File: src/logic/weh_map.svh
`ifndef WEH_MAP_SVH
`define WEH_MAP_SVH
// clock tail after oscillator disable
`define WEH_CLK_TAIL_PULSES 8'h80
// host clock divider, half period minus one in core clocks, default
`define WEH_CLKDIV_RESET 4'h1
// wake-up timer unit: 1 ms at 200 MHz
`define WEH_WUT_UNIT_NS 1000000
`define WEH_CLK_PERIOD_NS 5
`define WEH_WUT_UNIT_CYC (`WEH_WUT_UNIT_NS / `WEH_CLK_PERIOD_NS)
// brief oscillator hold for calibration, in core clocks
`define WEH_CAL_CYC 16'h0400
// low battery hysteresis: 50 mV in 10 mV units
`define WEH_LB_HYST 9'h005
// status cause bit positions
`define WEH_ST_WUT 0
`define WEH_ST_LB 1
`define WEH_ST_FFULL 2
`define WEH_ST_SER 3
`define WEH_FIFO_DEPTH 16
`endif

File: src/logic/weh_pkg.sv
package weh_pkg;
  typedef enum logic [1:0] {
    WEH_IDLE = 2'b00,
    WEH_CAL = 2'b01,
    WEH_RUN = 2'b10
  } weh_wut_state_t;
  typedef logic [3:0] weh_cause_t;
endpackage

File: src/logic/weh_link_if.sv
interface weh_link_if;
  logic [3:0] cause;
  logic clear;
  logic [15:0] statusWord;
  logic readActive;
  logic readBit;
  logic [7:0] cmdByte;
  logic cmdValid;
  modport ctrl (input statusWord, output readActive, output readBit, output cmdByte,
    output cmdValid, output clear);
  modport evt (output cause, input clear);
endinterface

File: src/logic/weh_serial_port.sv
`include "weh_map.svh"
// three-wire slave: 8-bit command in; command 8'hFF starts a status read
module weh_serial_port (
  // clock and reset
  input wire logic core_clk,
  input wire logic rstn,
  // pins
  input wire logic serialClk,
  input wire logic serial_select_n,
  input wire logic serial_write_in,
  // to controller
  weh_link_if.ctrl link
);
  logic sckDly;
  logic [7:0] shiftIn;
  logic [3:0] bitCnt;
  logic [15:0] shiftOut;
  logic reading;
  wire rise = serialClk & ~sckDly;
  wire fall = ~serialClk & sckDly;
  wire byteDone = rise & (bitCnt == 4'h7) & ~reading;
  always_ff @(posedge core_clk or negedge rstn)
  begin
    if (!rstn)
      sckDly <= 1'b0;
    else
      sckDly <= serialClk;
  end
  always_ff @(posedge core_clk or negedge rstn)
  begin
    if (!rstn)
    begin
      shiftIn <= 8'h00;
      bitCnt <= 4'h0;
      shiftOut <= 16'h0000;
      reading <= 1'b0;
    end
    else if (serial_select_n)
    begin
      // deselected: ignore the link entirely
      bitCnt <= 4'h0;
      reading <= 1'b0;
    end
    else if (byteDone)
    begin
      shiftIn <= {shiftIn[6:0], serial_write_in};
      bitCnt <= 4'h0;
      reading <= ({shiftIn[6:0], serial_write_in} == 8'hFF);
      shiftOut <= link.statusWord;
    end
    else if (rise)
    begin
      shiftIn <= {shiftIn[6:0], serial_write_in};
      bitCnt <= bitCnt + 4'h1;
    end
    else if (fall && reading)
      shiftOut <= {shiftOut[14:0], 1'b0};
  end
  assign link.cmdByte = {shiftIn[6:0], serial_write_in};
  assign link.cmdValid = byteDone & ~serial_select_n;
  assign link.readActive = reading & ~serial_select_n;
  assign link.readBit = shiftOut[15];
  assign link.clear = link.cmdValid & (link.cmdByte == 8'hFF);
endmodule

File: src/logic/weh_event_latch.sv
`include "weh_map.svh"
// sticky wake-up causes; a new event beats the read-clear
module weh_event_latch (
  // clock and reset
  input wire logic core_clk,
  input wire logic rstn,
  // event pulses
  input wire logic [3:0] evtPulse,
  // to controller
  weh_link_if.evt link
);
  weh_pkg::weh_cause_t cause;
  wire [3:0] next_cause = evtPulse | (cause & {4{~link.clear}});
  always_ff @(posedge core_clk or negedge rstn)
  begin
    if (!rstn)
      cause <= 4'h0;
    else
      cause <= next_cause;
  end
  assign link.cause = cause;
endmodule

File: src/logic/weh_control.sv
// Operation
// - after oscillator disable, give exactly 128 more host clock pulses
// - low battery event below threshold, recover only 50 mV above
// - wake-up timer period programmable from 1 ms, accuracy within 10 percent
// - calibrate wake-up timer against crystal at every startup
// - if oscillator off, enable it briefly for calibration then release
// - wake on timer, low supply, FIFO full or serial request
// - every wake-up event asserts the host interrupt request
// - interrupt request output low while an interrupt is pending
// - status read shifts out cause bits on the serial output
// - parameters default at power-on and are kept in sleep
// - clock divider, wake-up timer and low supply detector each disableable
// - 16-bit receive FIFO holds received bits for host readout
// - FIFO buffering only when the FIFO enable bit is one
// - sample shared pin at power-on: rail means standalone, else host clock
// - device ignores the serial link while chip select is high
// - serial output tristated and held by keeper while deselected
// - shared pin carries low FIFO flag, or read data during status read
// - FIFO interrupt active high; level one means not-empty (the shared pin drives it active low; only fifo_threshold_flag is active high)
// - without FIFO, output received data and, with digital filter, its clock
// - drive active-low reset output to the host
// - standalone: read channel and band pins, respond if addressed, drive outputs
`include "weh_map.svh"
module weh_control (
  // clock and reset
  input wire logic core_clk,
  input wire logic rstn,
  // serial link
  input wire logic serialClk,
  input wire logic serial_select_n,
  input wire logic serial_write_in,
  output logic fifo_irq_or_serial_out,
  output logic serialOutEn,
  output logic event_request_n,
  // configuration bits
  input wire logic oscEnable,
  input wire logic [3:0] clkDivHalf,
  input wire logic clkDivEnable,
  input wire logic wutEnable,
  input wire logic [15:0] wutPeriodMs,
  input wire logic lowBattEnable,
  input wire logic [8:0] lowBattThreshold,
  input wire logic [8:0] supplyLevel,
  input wire logic fifo_enable_bit,
  input wire logic [3:0] fifoFillLevel,
  input wire logic digitalFilter,
  input wire logic sleepMode,
  // receive data
  input wire logic rxBit,
  input wire logic rxBitStrobe,
  input wire logic fifo_access_select_n,
  output logic rxDataOut,
  output logic rxClkOut,
  output logic fifo_threshold_flag,
  // shared clock pin and mode
  input wire logic dutySelectIn,
  input wire logic dutySelectDriven,
  output logic hostClockOut,
  output logic hostClockEn,
  output logic standalone,
  output logic dutyCycled,
  output logic oscRun,
  output logic host_reset_n,
  // standalone pins
  input wire logic [3:0] channelSelect,
  input wire logic [1:0] bandSelect,
  input wire logic [7:0] ownAddress,
  output logic [3:0] controlOutputs
);
  // ----------------------------------------
  // serial link and wake-up cause
  // ----------------------------------------
  weh_link_if link ();
  logic [3:0] evtPulse;
  weh_serial_port port (
    .core_clk(core_clk),
    .rstn(rstn),
    .serialClk(serialClk),
    .serial_select_n(serial_select_n),
    .serial_write_in(serial_write_in),
    .link(link.ctrl)
  );
  weh_event_latch latch (
    .core_clk(core_clk),
    .rstn(rstn),
    .evtPulse(evtPulse),
    .link(link.evt)
  );
  // ----------------------------------------
  // power-on mode strap
  // ----------------------------------------
  logic strapDone;
  wire strapHit = ~strapDone;
  always_ff @(posedge core_clk or negedge rstn)
  begin
    if (!rstn)
    begin
      strapDone <= 1'b0;
      standalone <= 1'b0;
    end
    else if (strapHit)
    begin
      strapDone <= 1'b1;
      standalone <= dutySelectDriven;
    end
  end
  // ----------------------------------------
  // host clock with tail
  // ----------------------------------------
  logic oscPrev;
  logic [7:0] tailCnt;
  logic [3:0] divCnt;
  logic calHold;
  wire tailStart = oscPrev & ~oscEnable;
  wire clkActive = oscEnable | (tailCnt != 8'h00);
  wire divWrap = (divCnt >= clkDivHalf);
  wire risingOut = divWrap & ~hostClockOut;
  always_ff @(posedge core_clk or negedge rstn)
  begin
    if (!rstn)
      oscPrev <= 1'b1;
    else
      oscPrev <= oscEnable;
  end
  always_ff @(posedge core_clk or negedge rstn)
  begin
    if (!rstn)
      tailCnt <= 8'h00;
    else if (tailStart)
      tailCnt <= `WEH_CLK_TAIL_PULSES;
    else if (oscEnable)
      tailCnt <= 8'h00;
    else if (risingOut && tailCnt != 8'h00)
      tailCnt <= tailCnt - 8'h01;
  end
  always_ff @(posedge core_clk or negedge rstn)
  begin
    if (!rstn)
    begin
      divCnt <= 4'h0;
      hostClockOut <= 1'b0;
    end
    else if (!clkActive || !clkDivEnable || standalone || !strapDone)
    begin
      divCnt <= 4'h0;
      hostClockOut <= 1'b0;
    end
    else if (divWrap)
    begin
      divCnt <= 4'h0;
      hostClockOut <= ~hostClockOut;
    end
    else
      divCnt <= divCnt + 4'h1;
  end
  always_ff @(posedge core_clk or negedge rstn)
  begin
    if (!rstn)
    begin
      hostClockEn <= 1'b0;
      oscRun <= 1'b1;
    end
    else
    begin
      hostClockEn <= strapDone & ~standalone;
      oscRun <= clkActive | calHold;
    end
  end
  // ----------------------------------------
  // wake-up timer with calibration
  // ----------------------------------------
  weh_pkg::weh_wut_state_t wutState;
  logic [15:0] calCnt;
  logic [17:0] unitCnt;
  logic [15:0] msCnt;
  logic [15:0] calTrim;
  logic wutPrev;
  localparam logic [17:0] UNIT_CYC = 18'(`WEH_WUT_UNIT_CYC);
  wire wutStart = wutEnable & ~wutPrev;
  wire unitDone = (unitCnt >= UNIT_CYC - 18'h1);
  wire wutTimeout = (wutState == weh_pkg::WEH_RUN) & unitDone & (msCnt >= wutPeriodMs - 16'h1);
  assign calHold = (wutState == weh_pkg::WEH_CAL);
  always_ff @(posedge core_clk or negedge rstn)
  begin
    if (!rstn)
      wutPrev <= 1'b0;
    else
      wutPrev <= wutEnable;
  end
  always_ff @(posedge core_clk or negedge rstn)
  begin
    if (!rstn)
    begin
      wutState <= weh_pkg::WEH_IDLE;
      calCnt <= 16'h0000;
      unitCnt <= 18'h00000;
      msCnt <= 16'h0000;
      calTrim <= 16'h0000;
    end
    else
    begin
      case (wutState)
        weh_pkg::WEH_IDLE:
        begin
          if (wutStart)
          begin
            wutState <= weh_pkg::WEH_CAL;
            calCnt <= 16'h0000;
          end
        end
        weh_pkg::WEH_CAL:
        begin
          calCnt <= calCnt + 16'h0001;
          if (calCnt == `WEH_CAL_CYC)
          begin
            calTrim <= calCnt;
            wutState <= weh_pkg::WEH_RUN;
            unitCnt <= 18'h00000;
            msCnt <= 16'h0000;
          end
        end
        weh_pkg::WEH_RUN:
        begin
          if (!wutEnable)
            wutState <= weh_pkg::WEH_IDLE;
          else if (wutTimeout)
          begin
            unitCnt <= 18'h00000;
            msCnt <= 16'h0000;
          end
          else if (unitDone)
          begin
            unitCnt <= 18'h00000;
            msCnt <= msCnt + 16'h0001;
          end
          else
            unitCnt <= unitCnt + 18'h00001;
        end
        default:
          wutState <= weh_pkg::WEH_IDLE;
      endcase
    end
  end
  // ----------------------------------------
  // low battery with hysteresis
  // ----------------------------------------
  logic lowBatt;
  wire belowThr = supplyLevel < lowBattThreshold;
  // one bit wider so a threshold near the top cannot wrap the recovery level
  wire [9:0] recoverLevel = {1'b0, lowBattThreshold} + {1'b0, `WEH_LB_HYST};
  wire aboveHyst = {1'b0, supplyLevel} >= recoverLevel;
  always_ff @(posedge core_clk or negedge rstn)
  begin
    if (!rstn)
      lowBatt <= 1'b0;
    else if (!lowBattEnable)
      lowBatt <= 1'b0;
    else if (belowThr)
      lowBatt <= 1'b1;
    else if (aboveHyst)
      lowBatt <= 1'b0;
  end
  // ----------------------------------------
  // receive FIFO
  // ----------------------------------------
  logic [`WEH_FIFO_DEPTH-1:0] fifoMem;
  logic [4:0] fifoCount;
  logic ffsPrev;
  wire fifoFull = (fifoCount == 5'(`WEH_FIFO_DEPTH));
  wire fifoPush = fifo_enable_bit & rxBitStrobe & ~fifoFull;
  wire fifoPop = fifo_enable_bit & ~fifo_access_select_n & ffsPrev & (fifoCount != 5'h00);
  wire fifoFullEvt = fifo_enable_bit & rxBitStrobe & (fifoCount == 5'(`WEH_FIFO_DEPTH - 1));
  // oldest bit sits at the top of the filled part of the shift chain
  wire [3:0] headIdx = fifoCount[3:0] - 4'h1;
  wire fifoHead = fifoMem[headIdx];
  wire next_rxData = fifo_enable_bit ? (fifoPop ? fifoHead : rxDataOut) : rxBit;
  always_ff @(posedge core_clk or negedge rstn)
  begin
    if (!rstn)
      ffsPrev <= 1'b1;
    else
      ffsPrev <= fifo_access_select_n;
  end
  always_ff @(posedge core_clk or negedge rstn)
  begin
    if (!rstn)
    begin
      fifoMem <= 16'h0000;
      fifoCount <= 5'h00;
    end
    else if (!fifo_enable_bit)
      fifoCount <= 5'h00;
    else
    begin
      if (fifoPush)
        fifoMem <= {fifoMem[14:0], rxBit};
      fifoCount <= fifoCount + {4'h0, fifoPush} - {4'h0, fifoPop};
    end
  end
  wire fifoAtLevel = (fifoCount >= {1'b0, fifoFillLevel}) & (fifoCount != 5'h00);
  // ----------------------------------------
  // events, interrupt and pin outputs
  // ----------------------------------------
  logic lowBattPrev;
  always_ff @(posedge core_clk or negedge rstn)
  begin
    if (!rstn)
      lowBattPrev <= 1'b0;
    else
      lowBattPrev <= lowBatt;
  end
  assign evtPulse[`WEH_ST_WUT] = wutTimeout;
  assign evtPulse[`WEH_ST_LB] = lowBatt & ~lowBattPrev;
  assign evtPulse[`WEH_ST_FFULL] = fifoFullEvt;
  assign evtPulse[`WEH_ST_SER] = link.cmdValid & (link.cmdByte != 8'hFF);
  assign link.statusWord = {link.cause, fifoCount, lowBatt, standalone, 5'h00};
  wire addressed = link.cmdValid & (link.cmdByte[7:4] == ownAddress[7:4]);
  always_ff @(posedge core_clk or negedge rstn)
  begin
    if (!rstn)
    begin
      event_request_n <= 1'b1;
      fifo_irq_or_serial_out <= 1'b1;
      serialOutEn <= 1'b0;
      fifo_threshold_flag <= 1'b0;
      rxDataOut <= 1'b0;
      rxClkOut <= 1'b0;
      host_reset_n <= 1'b0;
      dutyCycled <= 1'b0;
      controlOutputs <= 4'h0;
    end
    else
    begin
      // pending cause, or a new event this cycle, pulls the request low
      event_request_n <= ~((|link.cause) | (|evtPulse));
      serialOutEn <= ~serial_select_n;
      // keeper: while deselected the last level is held
      if (!serial_select_n)
        fifo_irq_or_serial_out <= link.readActive ? link.readBit : ~fifoAtLevel;
      fifo_threshold_flag <= fifoAtLevel;
      rxDataOut <= next_rxData;
      rxClkOut <= ~fifo_enable_bit & digitalFilter & rxBitStrobe;
      host_reset_n <= strapDone;
      dutyCycled <= standalone & dutySelectIn & ~sleepMode;
      if (standalone && addressed)
        controlOutputs <= link.cmdByte[3:0] ^ {channelSelect[1:0], bandSelect};
    end
  end
endmodule

File: config.mk
export PLATFORM = sky130hd
export DESIGN_NAME = weh_control
export DESIGN_NICKNAME = d
export VERILOG_FILES = /design/src/logic/weh_pkg.sv /design/src/logic/weh_link_if.sv /design/src/logic/weh_serial_port.sv /design/src/logic/weh_event_latch.sv /design/src/logic/weh_control.sv
export VERILOG_INCLUDE_DIRS = /design/src /design/src/logic
export SDC_FILE = /design/constraint.sdc
export NUM_CORES = 1
export LEC_CHECK = 0
export ABC_AREA = 1
export BUFFER_PORTS_ARGS = -buffer_cell sky130_fd_sc_hd__buf_2
export CAP_MARGIN = 20
export CORE_MARGIN = 10
export CORE_UTILIZATION = 54
export CTS_CLUSTER_DIAMETER = 120
export DETAILED_ROUTE_END_ITERATION = 8
export GPL_TIMING_DRIVEN = 0
export HOLD_SLACK_MARGIN = 0.08
export PLACE_DENSITY = 0.87
export REMOVE_ABC_BUFFERS = 1
export SYNTH_ARGS = -nofsm -noshare
export SYNTH_HDL_FRONTEND = slang
export SYNTH_HIERARCHICAL = 1
export SYNTH_SLANG_ARGS = --single-unit
File: constraint.sdc
create_clock -name core_clk -period 3.1 [get_ports core_clk]
set_input_delay 0 -clock core_clk [delete_from_list [all_inputs] [get_ports core_clk]]
set_output_delay 0 -clock core_clk [all_outputs]
set_load 0.03 [all_outputs]
==> results.json <==
{
  "grt-ovfl-total": 0,
  "maxSlewHeadroom_pct": 46.4,
  "antenna_found_initial": 0,
  "dieArea_mm2": 0.0221,
  "placedCellCount": 1443,
  "hpwl_mm": 13.5,
  "worst-setup-path-type": "reg2reg",
  "multiInputGateArea_mm2": 0.00463,
  "yosysMostFrequentCell": "nand2_1",
  "rows": 46,
  "hp-class": "in2reg",
  "nets": 1405,
  "cts_max_level": 4,
  "end_kind": "flip-flop",
  "tns_ps": 0,
  "die_y_um": 149,
  "async_flop_share_pct": 100,
  "fmax_ghz": 0.344,
  "finalHoldViolCount": 0,
  "period_minus_slack_ps": 2910,
  "crit_end": "fifoCount[4]",
  "synth_area_mm2": 0.00893,
  "area_growth_pct": 15.5,
  "yosysTopAreaCellShare_pct": 37.8,
  "synth-edff-count": 0,
  "route.detailed.drc": 0,
  "clock-skew-final_ps": 8.94,
  "grt_usage_pct": 17.9,
  "start_kind": "flip-flop",
  "reg2reg_from": "fifoCount[0]",
  "postCtsSetupBuffers": 0,
  "final_cells": 1498,
  "min_period_over_period_pct": 93.9,
  "routed_via_density": 5.23,
  "grt_first_pass_wirelength_mm": 33.5,
  "power.leakage_nw": 5.49,
  "slew_violations": 0,
  "core_area_mm2": 0.0161,
  "synth_area_per_cell_um2": 7.68,
  "status": "finished, final reports clean",
  "rsz0062_at_grt": "no",
  "die_w_um": 149,
  "ant_nets": 0,
  "syn-instance-count": 1162,
  "port_buffers": 82,
  "fillCellCount": 1249,
  "synth-main-ff-cell": "dfrtp_1",
  "root_buffer": "clkbuf_16",
  "diodes": 0,
  "seq_area_frac_synth_pct": 39.3,
  "wl_per_cell_um": 13.0,
  "cts_inserted_buffers": 17,
  "r2r_end": "fifoCount[4]",
  "register_area_mm2": 0.00351,
  "setup_viol": 0,
  "startpoint": "fifoCount[0]",
  "r2r_slack_ps": 190,
  "synth_common_cells": "nand2_1, inv_1, dfrtp_1",
  "crit_required_ps": 3410,
  "maxCapViolCount": 0,
  "cts.sinks": 140,
  "drive_gt1_share_pct": 12.9,
  "grt_max_degree": 84,
  "clock_latency_ps": 430,
  "synth.distinct_cells": 52,
  "reg2regPathDepth": 13,
  "gp_congestion": 0.858,
  "synthTopCellsByArea": "dfrtp_1, nand2_1, ha_1, inv_1, nand3_1",
  "synth_seq_cells": 140,
  "routed_wl_mm": 19.5,
  "clk_pin_slew_ps": 50,
  "yosys.area.top_type": "dfrtp_1",
  "pwr_density_cell_mw_per_mm2": 535,
  "io_pins": 89,
  "dr.pass1.iters": 5,
  "drtIter0Drc": 708,
  "arrival_ps": 3220,
  "cts_buffer_depth": 2,
  "first_global_vias": 7529,
  "worst_pin_slew_ps": 801,
  "cts_tree": "done",
  "via_count": 7839,
  "crit_fanout": 21,
  "start_util_pct": 55.6,
  "yosys_warnings": 6,
  "ir_worst_vdd_mv": 0.388
}
==> metal layers <==
layer	vias to the layer above	share of wire (%)	global-route usage [%]
met4	0	1.6	6.39
li1	3954	-	-
met3	32	5.6	3.94
met1	3629	44	21.7
met2	224	49	30.5
met5	-	0	0
==> what timing repair did <==
item                                    CTS  global route
hold buffers                             23             0
hold endpoints to repair                128             0
cloned                                    0             0
endpoints found under the setup margin    1             6
gates resized for setup                   1             4
==> cell usage in the layout (no fill, tap or decap), types with 3 or more instances in the layout <==
master,Yosys,routed
ha_1,62,62
nand4_1,29,29
dlygate4sd3_1,0,23
xor2_1,27,27
nor2_1,110,109
nand2_2,7,7
nand2_4,3,3
clkbuf_16,0,17
dfstp_2,5,5
clkbuf_1,3,3
o21bai_1,5,4
clkinvlp_4,0,4
xnor2_1,17,17
a21oi_1,63,63
nand3b_1,3,3
o211ai_1,5,5
buf_2,6,81
a21oi_2,10,10
dfrtp_1,135,134
nand3_1,84,84
conb_1,2,6
inv_2,6,6
nand2_1,300,300
nor4_1,5,4
inv_1,159,159
nor3_1,17,17
o21ai_0,55,55
==> critical path, cell delays in order, from the launching register on <==
cell and delay (ps):
dfrtp_4 570, inv_1 120, ha_1 190, nand2_1 140, nor2_1 200, nor4_2 70, ha_1 280, inv_1 50
ha_1 200, fa_1 410, a21oi_1 200, o21ba_2 170, xor2_1 150, nor2_1 50
==> registers in the layout, indices dropped and copies added (netlist names), 2 cells and up <==
register and flops:
port/shiftIn 7, calCnt 16, msCnt 16, tailCnt 8
fifoMem 16, latch/link.cause 4, controlOutputs 4, port/shiftOut 16
port/bitCnt 4, unitCnt 18, fifoCount 5, wutState 2
divCnt 4
==> worst min path at each step <==
stage                              start                  end  slack [ps]  cells after the start
floorplan                           rstn            calCnt[0]        -300                      0
global placement    fifo_access_select_n              ffsPrev         120                      1
detailed placement                  rstn         host_reset_n         100                      1
CTS                     fifoFillLevel[3]  fifo_threshold_flag         130                      5
global route            fifoFillLevel[3]  fifo_threshold_flag         190                      5
finish                  fifoFillLevel[3]  fifo_threshold_flag         150                      5
==> logic make-up after synthesis <==
logic type	Yosys count	synth area share [%]
buf+inv	189	9.19
simple gates	572	28.4
other cells	2	0.0841
mux	3	0.350
compound gates	149	9.49
fa+ha+maj	63	8.91
xor+xnor	44	4.32
flops	140	39.3
==> per-stage QoR <==
stage	area [µm²]	power [mW]	util, %	hold WS, ps	worst slack [ps]
floorplan	8750	3.12	-	-296	-308
global placement	9430	3.41	58.7	120	-903
detailed placement	9480	3.49	59.1	101	-61.6
CTS	10300	5.53	64.1	131	99.8
global route	10300	5.86	64.2	186	39.0
finish	10300	5.52	64.2	149	190
==> power by group <==
part	internal (mW)	leakage, nW	total [mW]	switching, mW
combinational	0.498	3.47	1.24	0.737
clock	1.22	0.272	2.01	0.785
sequential	2.07	1.74	2.28	0.211
total	3.79	5.49	5.52	1.73
==> final cells by class <==
cell class                      count  share of cell area (%)
Sequential cell                   140                    34.1
Clock inverter                     10                    1.14
Inverter                          166                    6.07
Tap cell                          216                    2.62
Multi-Input combinational cell    837                    44.9
Timing Repair Buffer              107                    6.68
Clock buffer                       22                    4.50
Power figures use the tool's default switching activity.
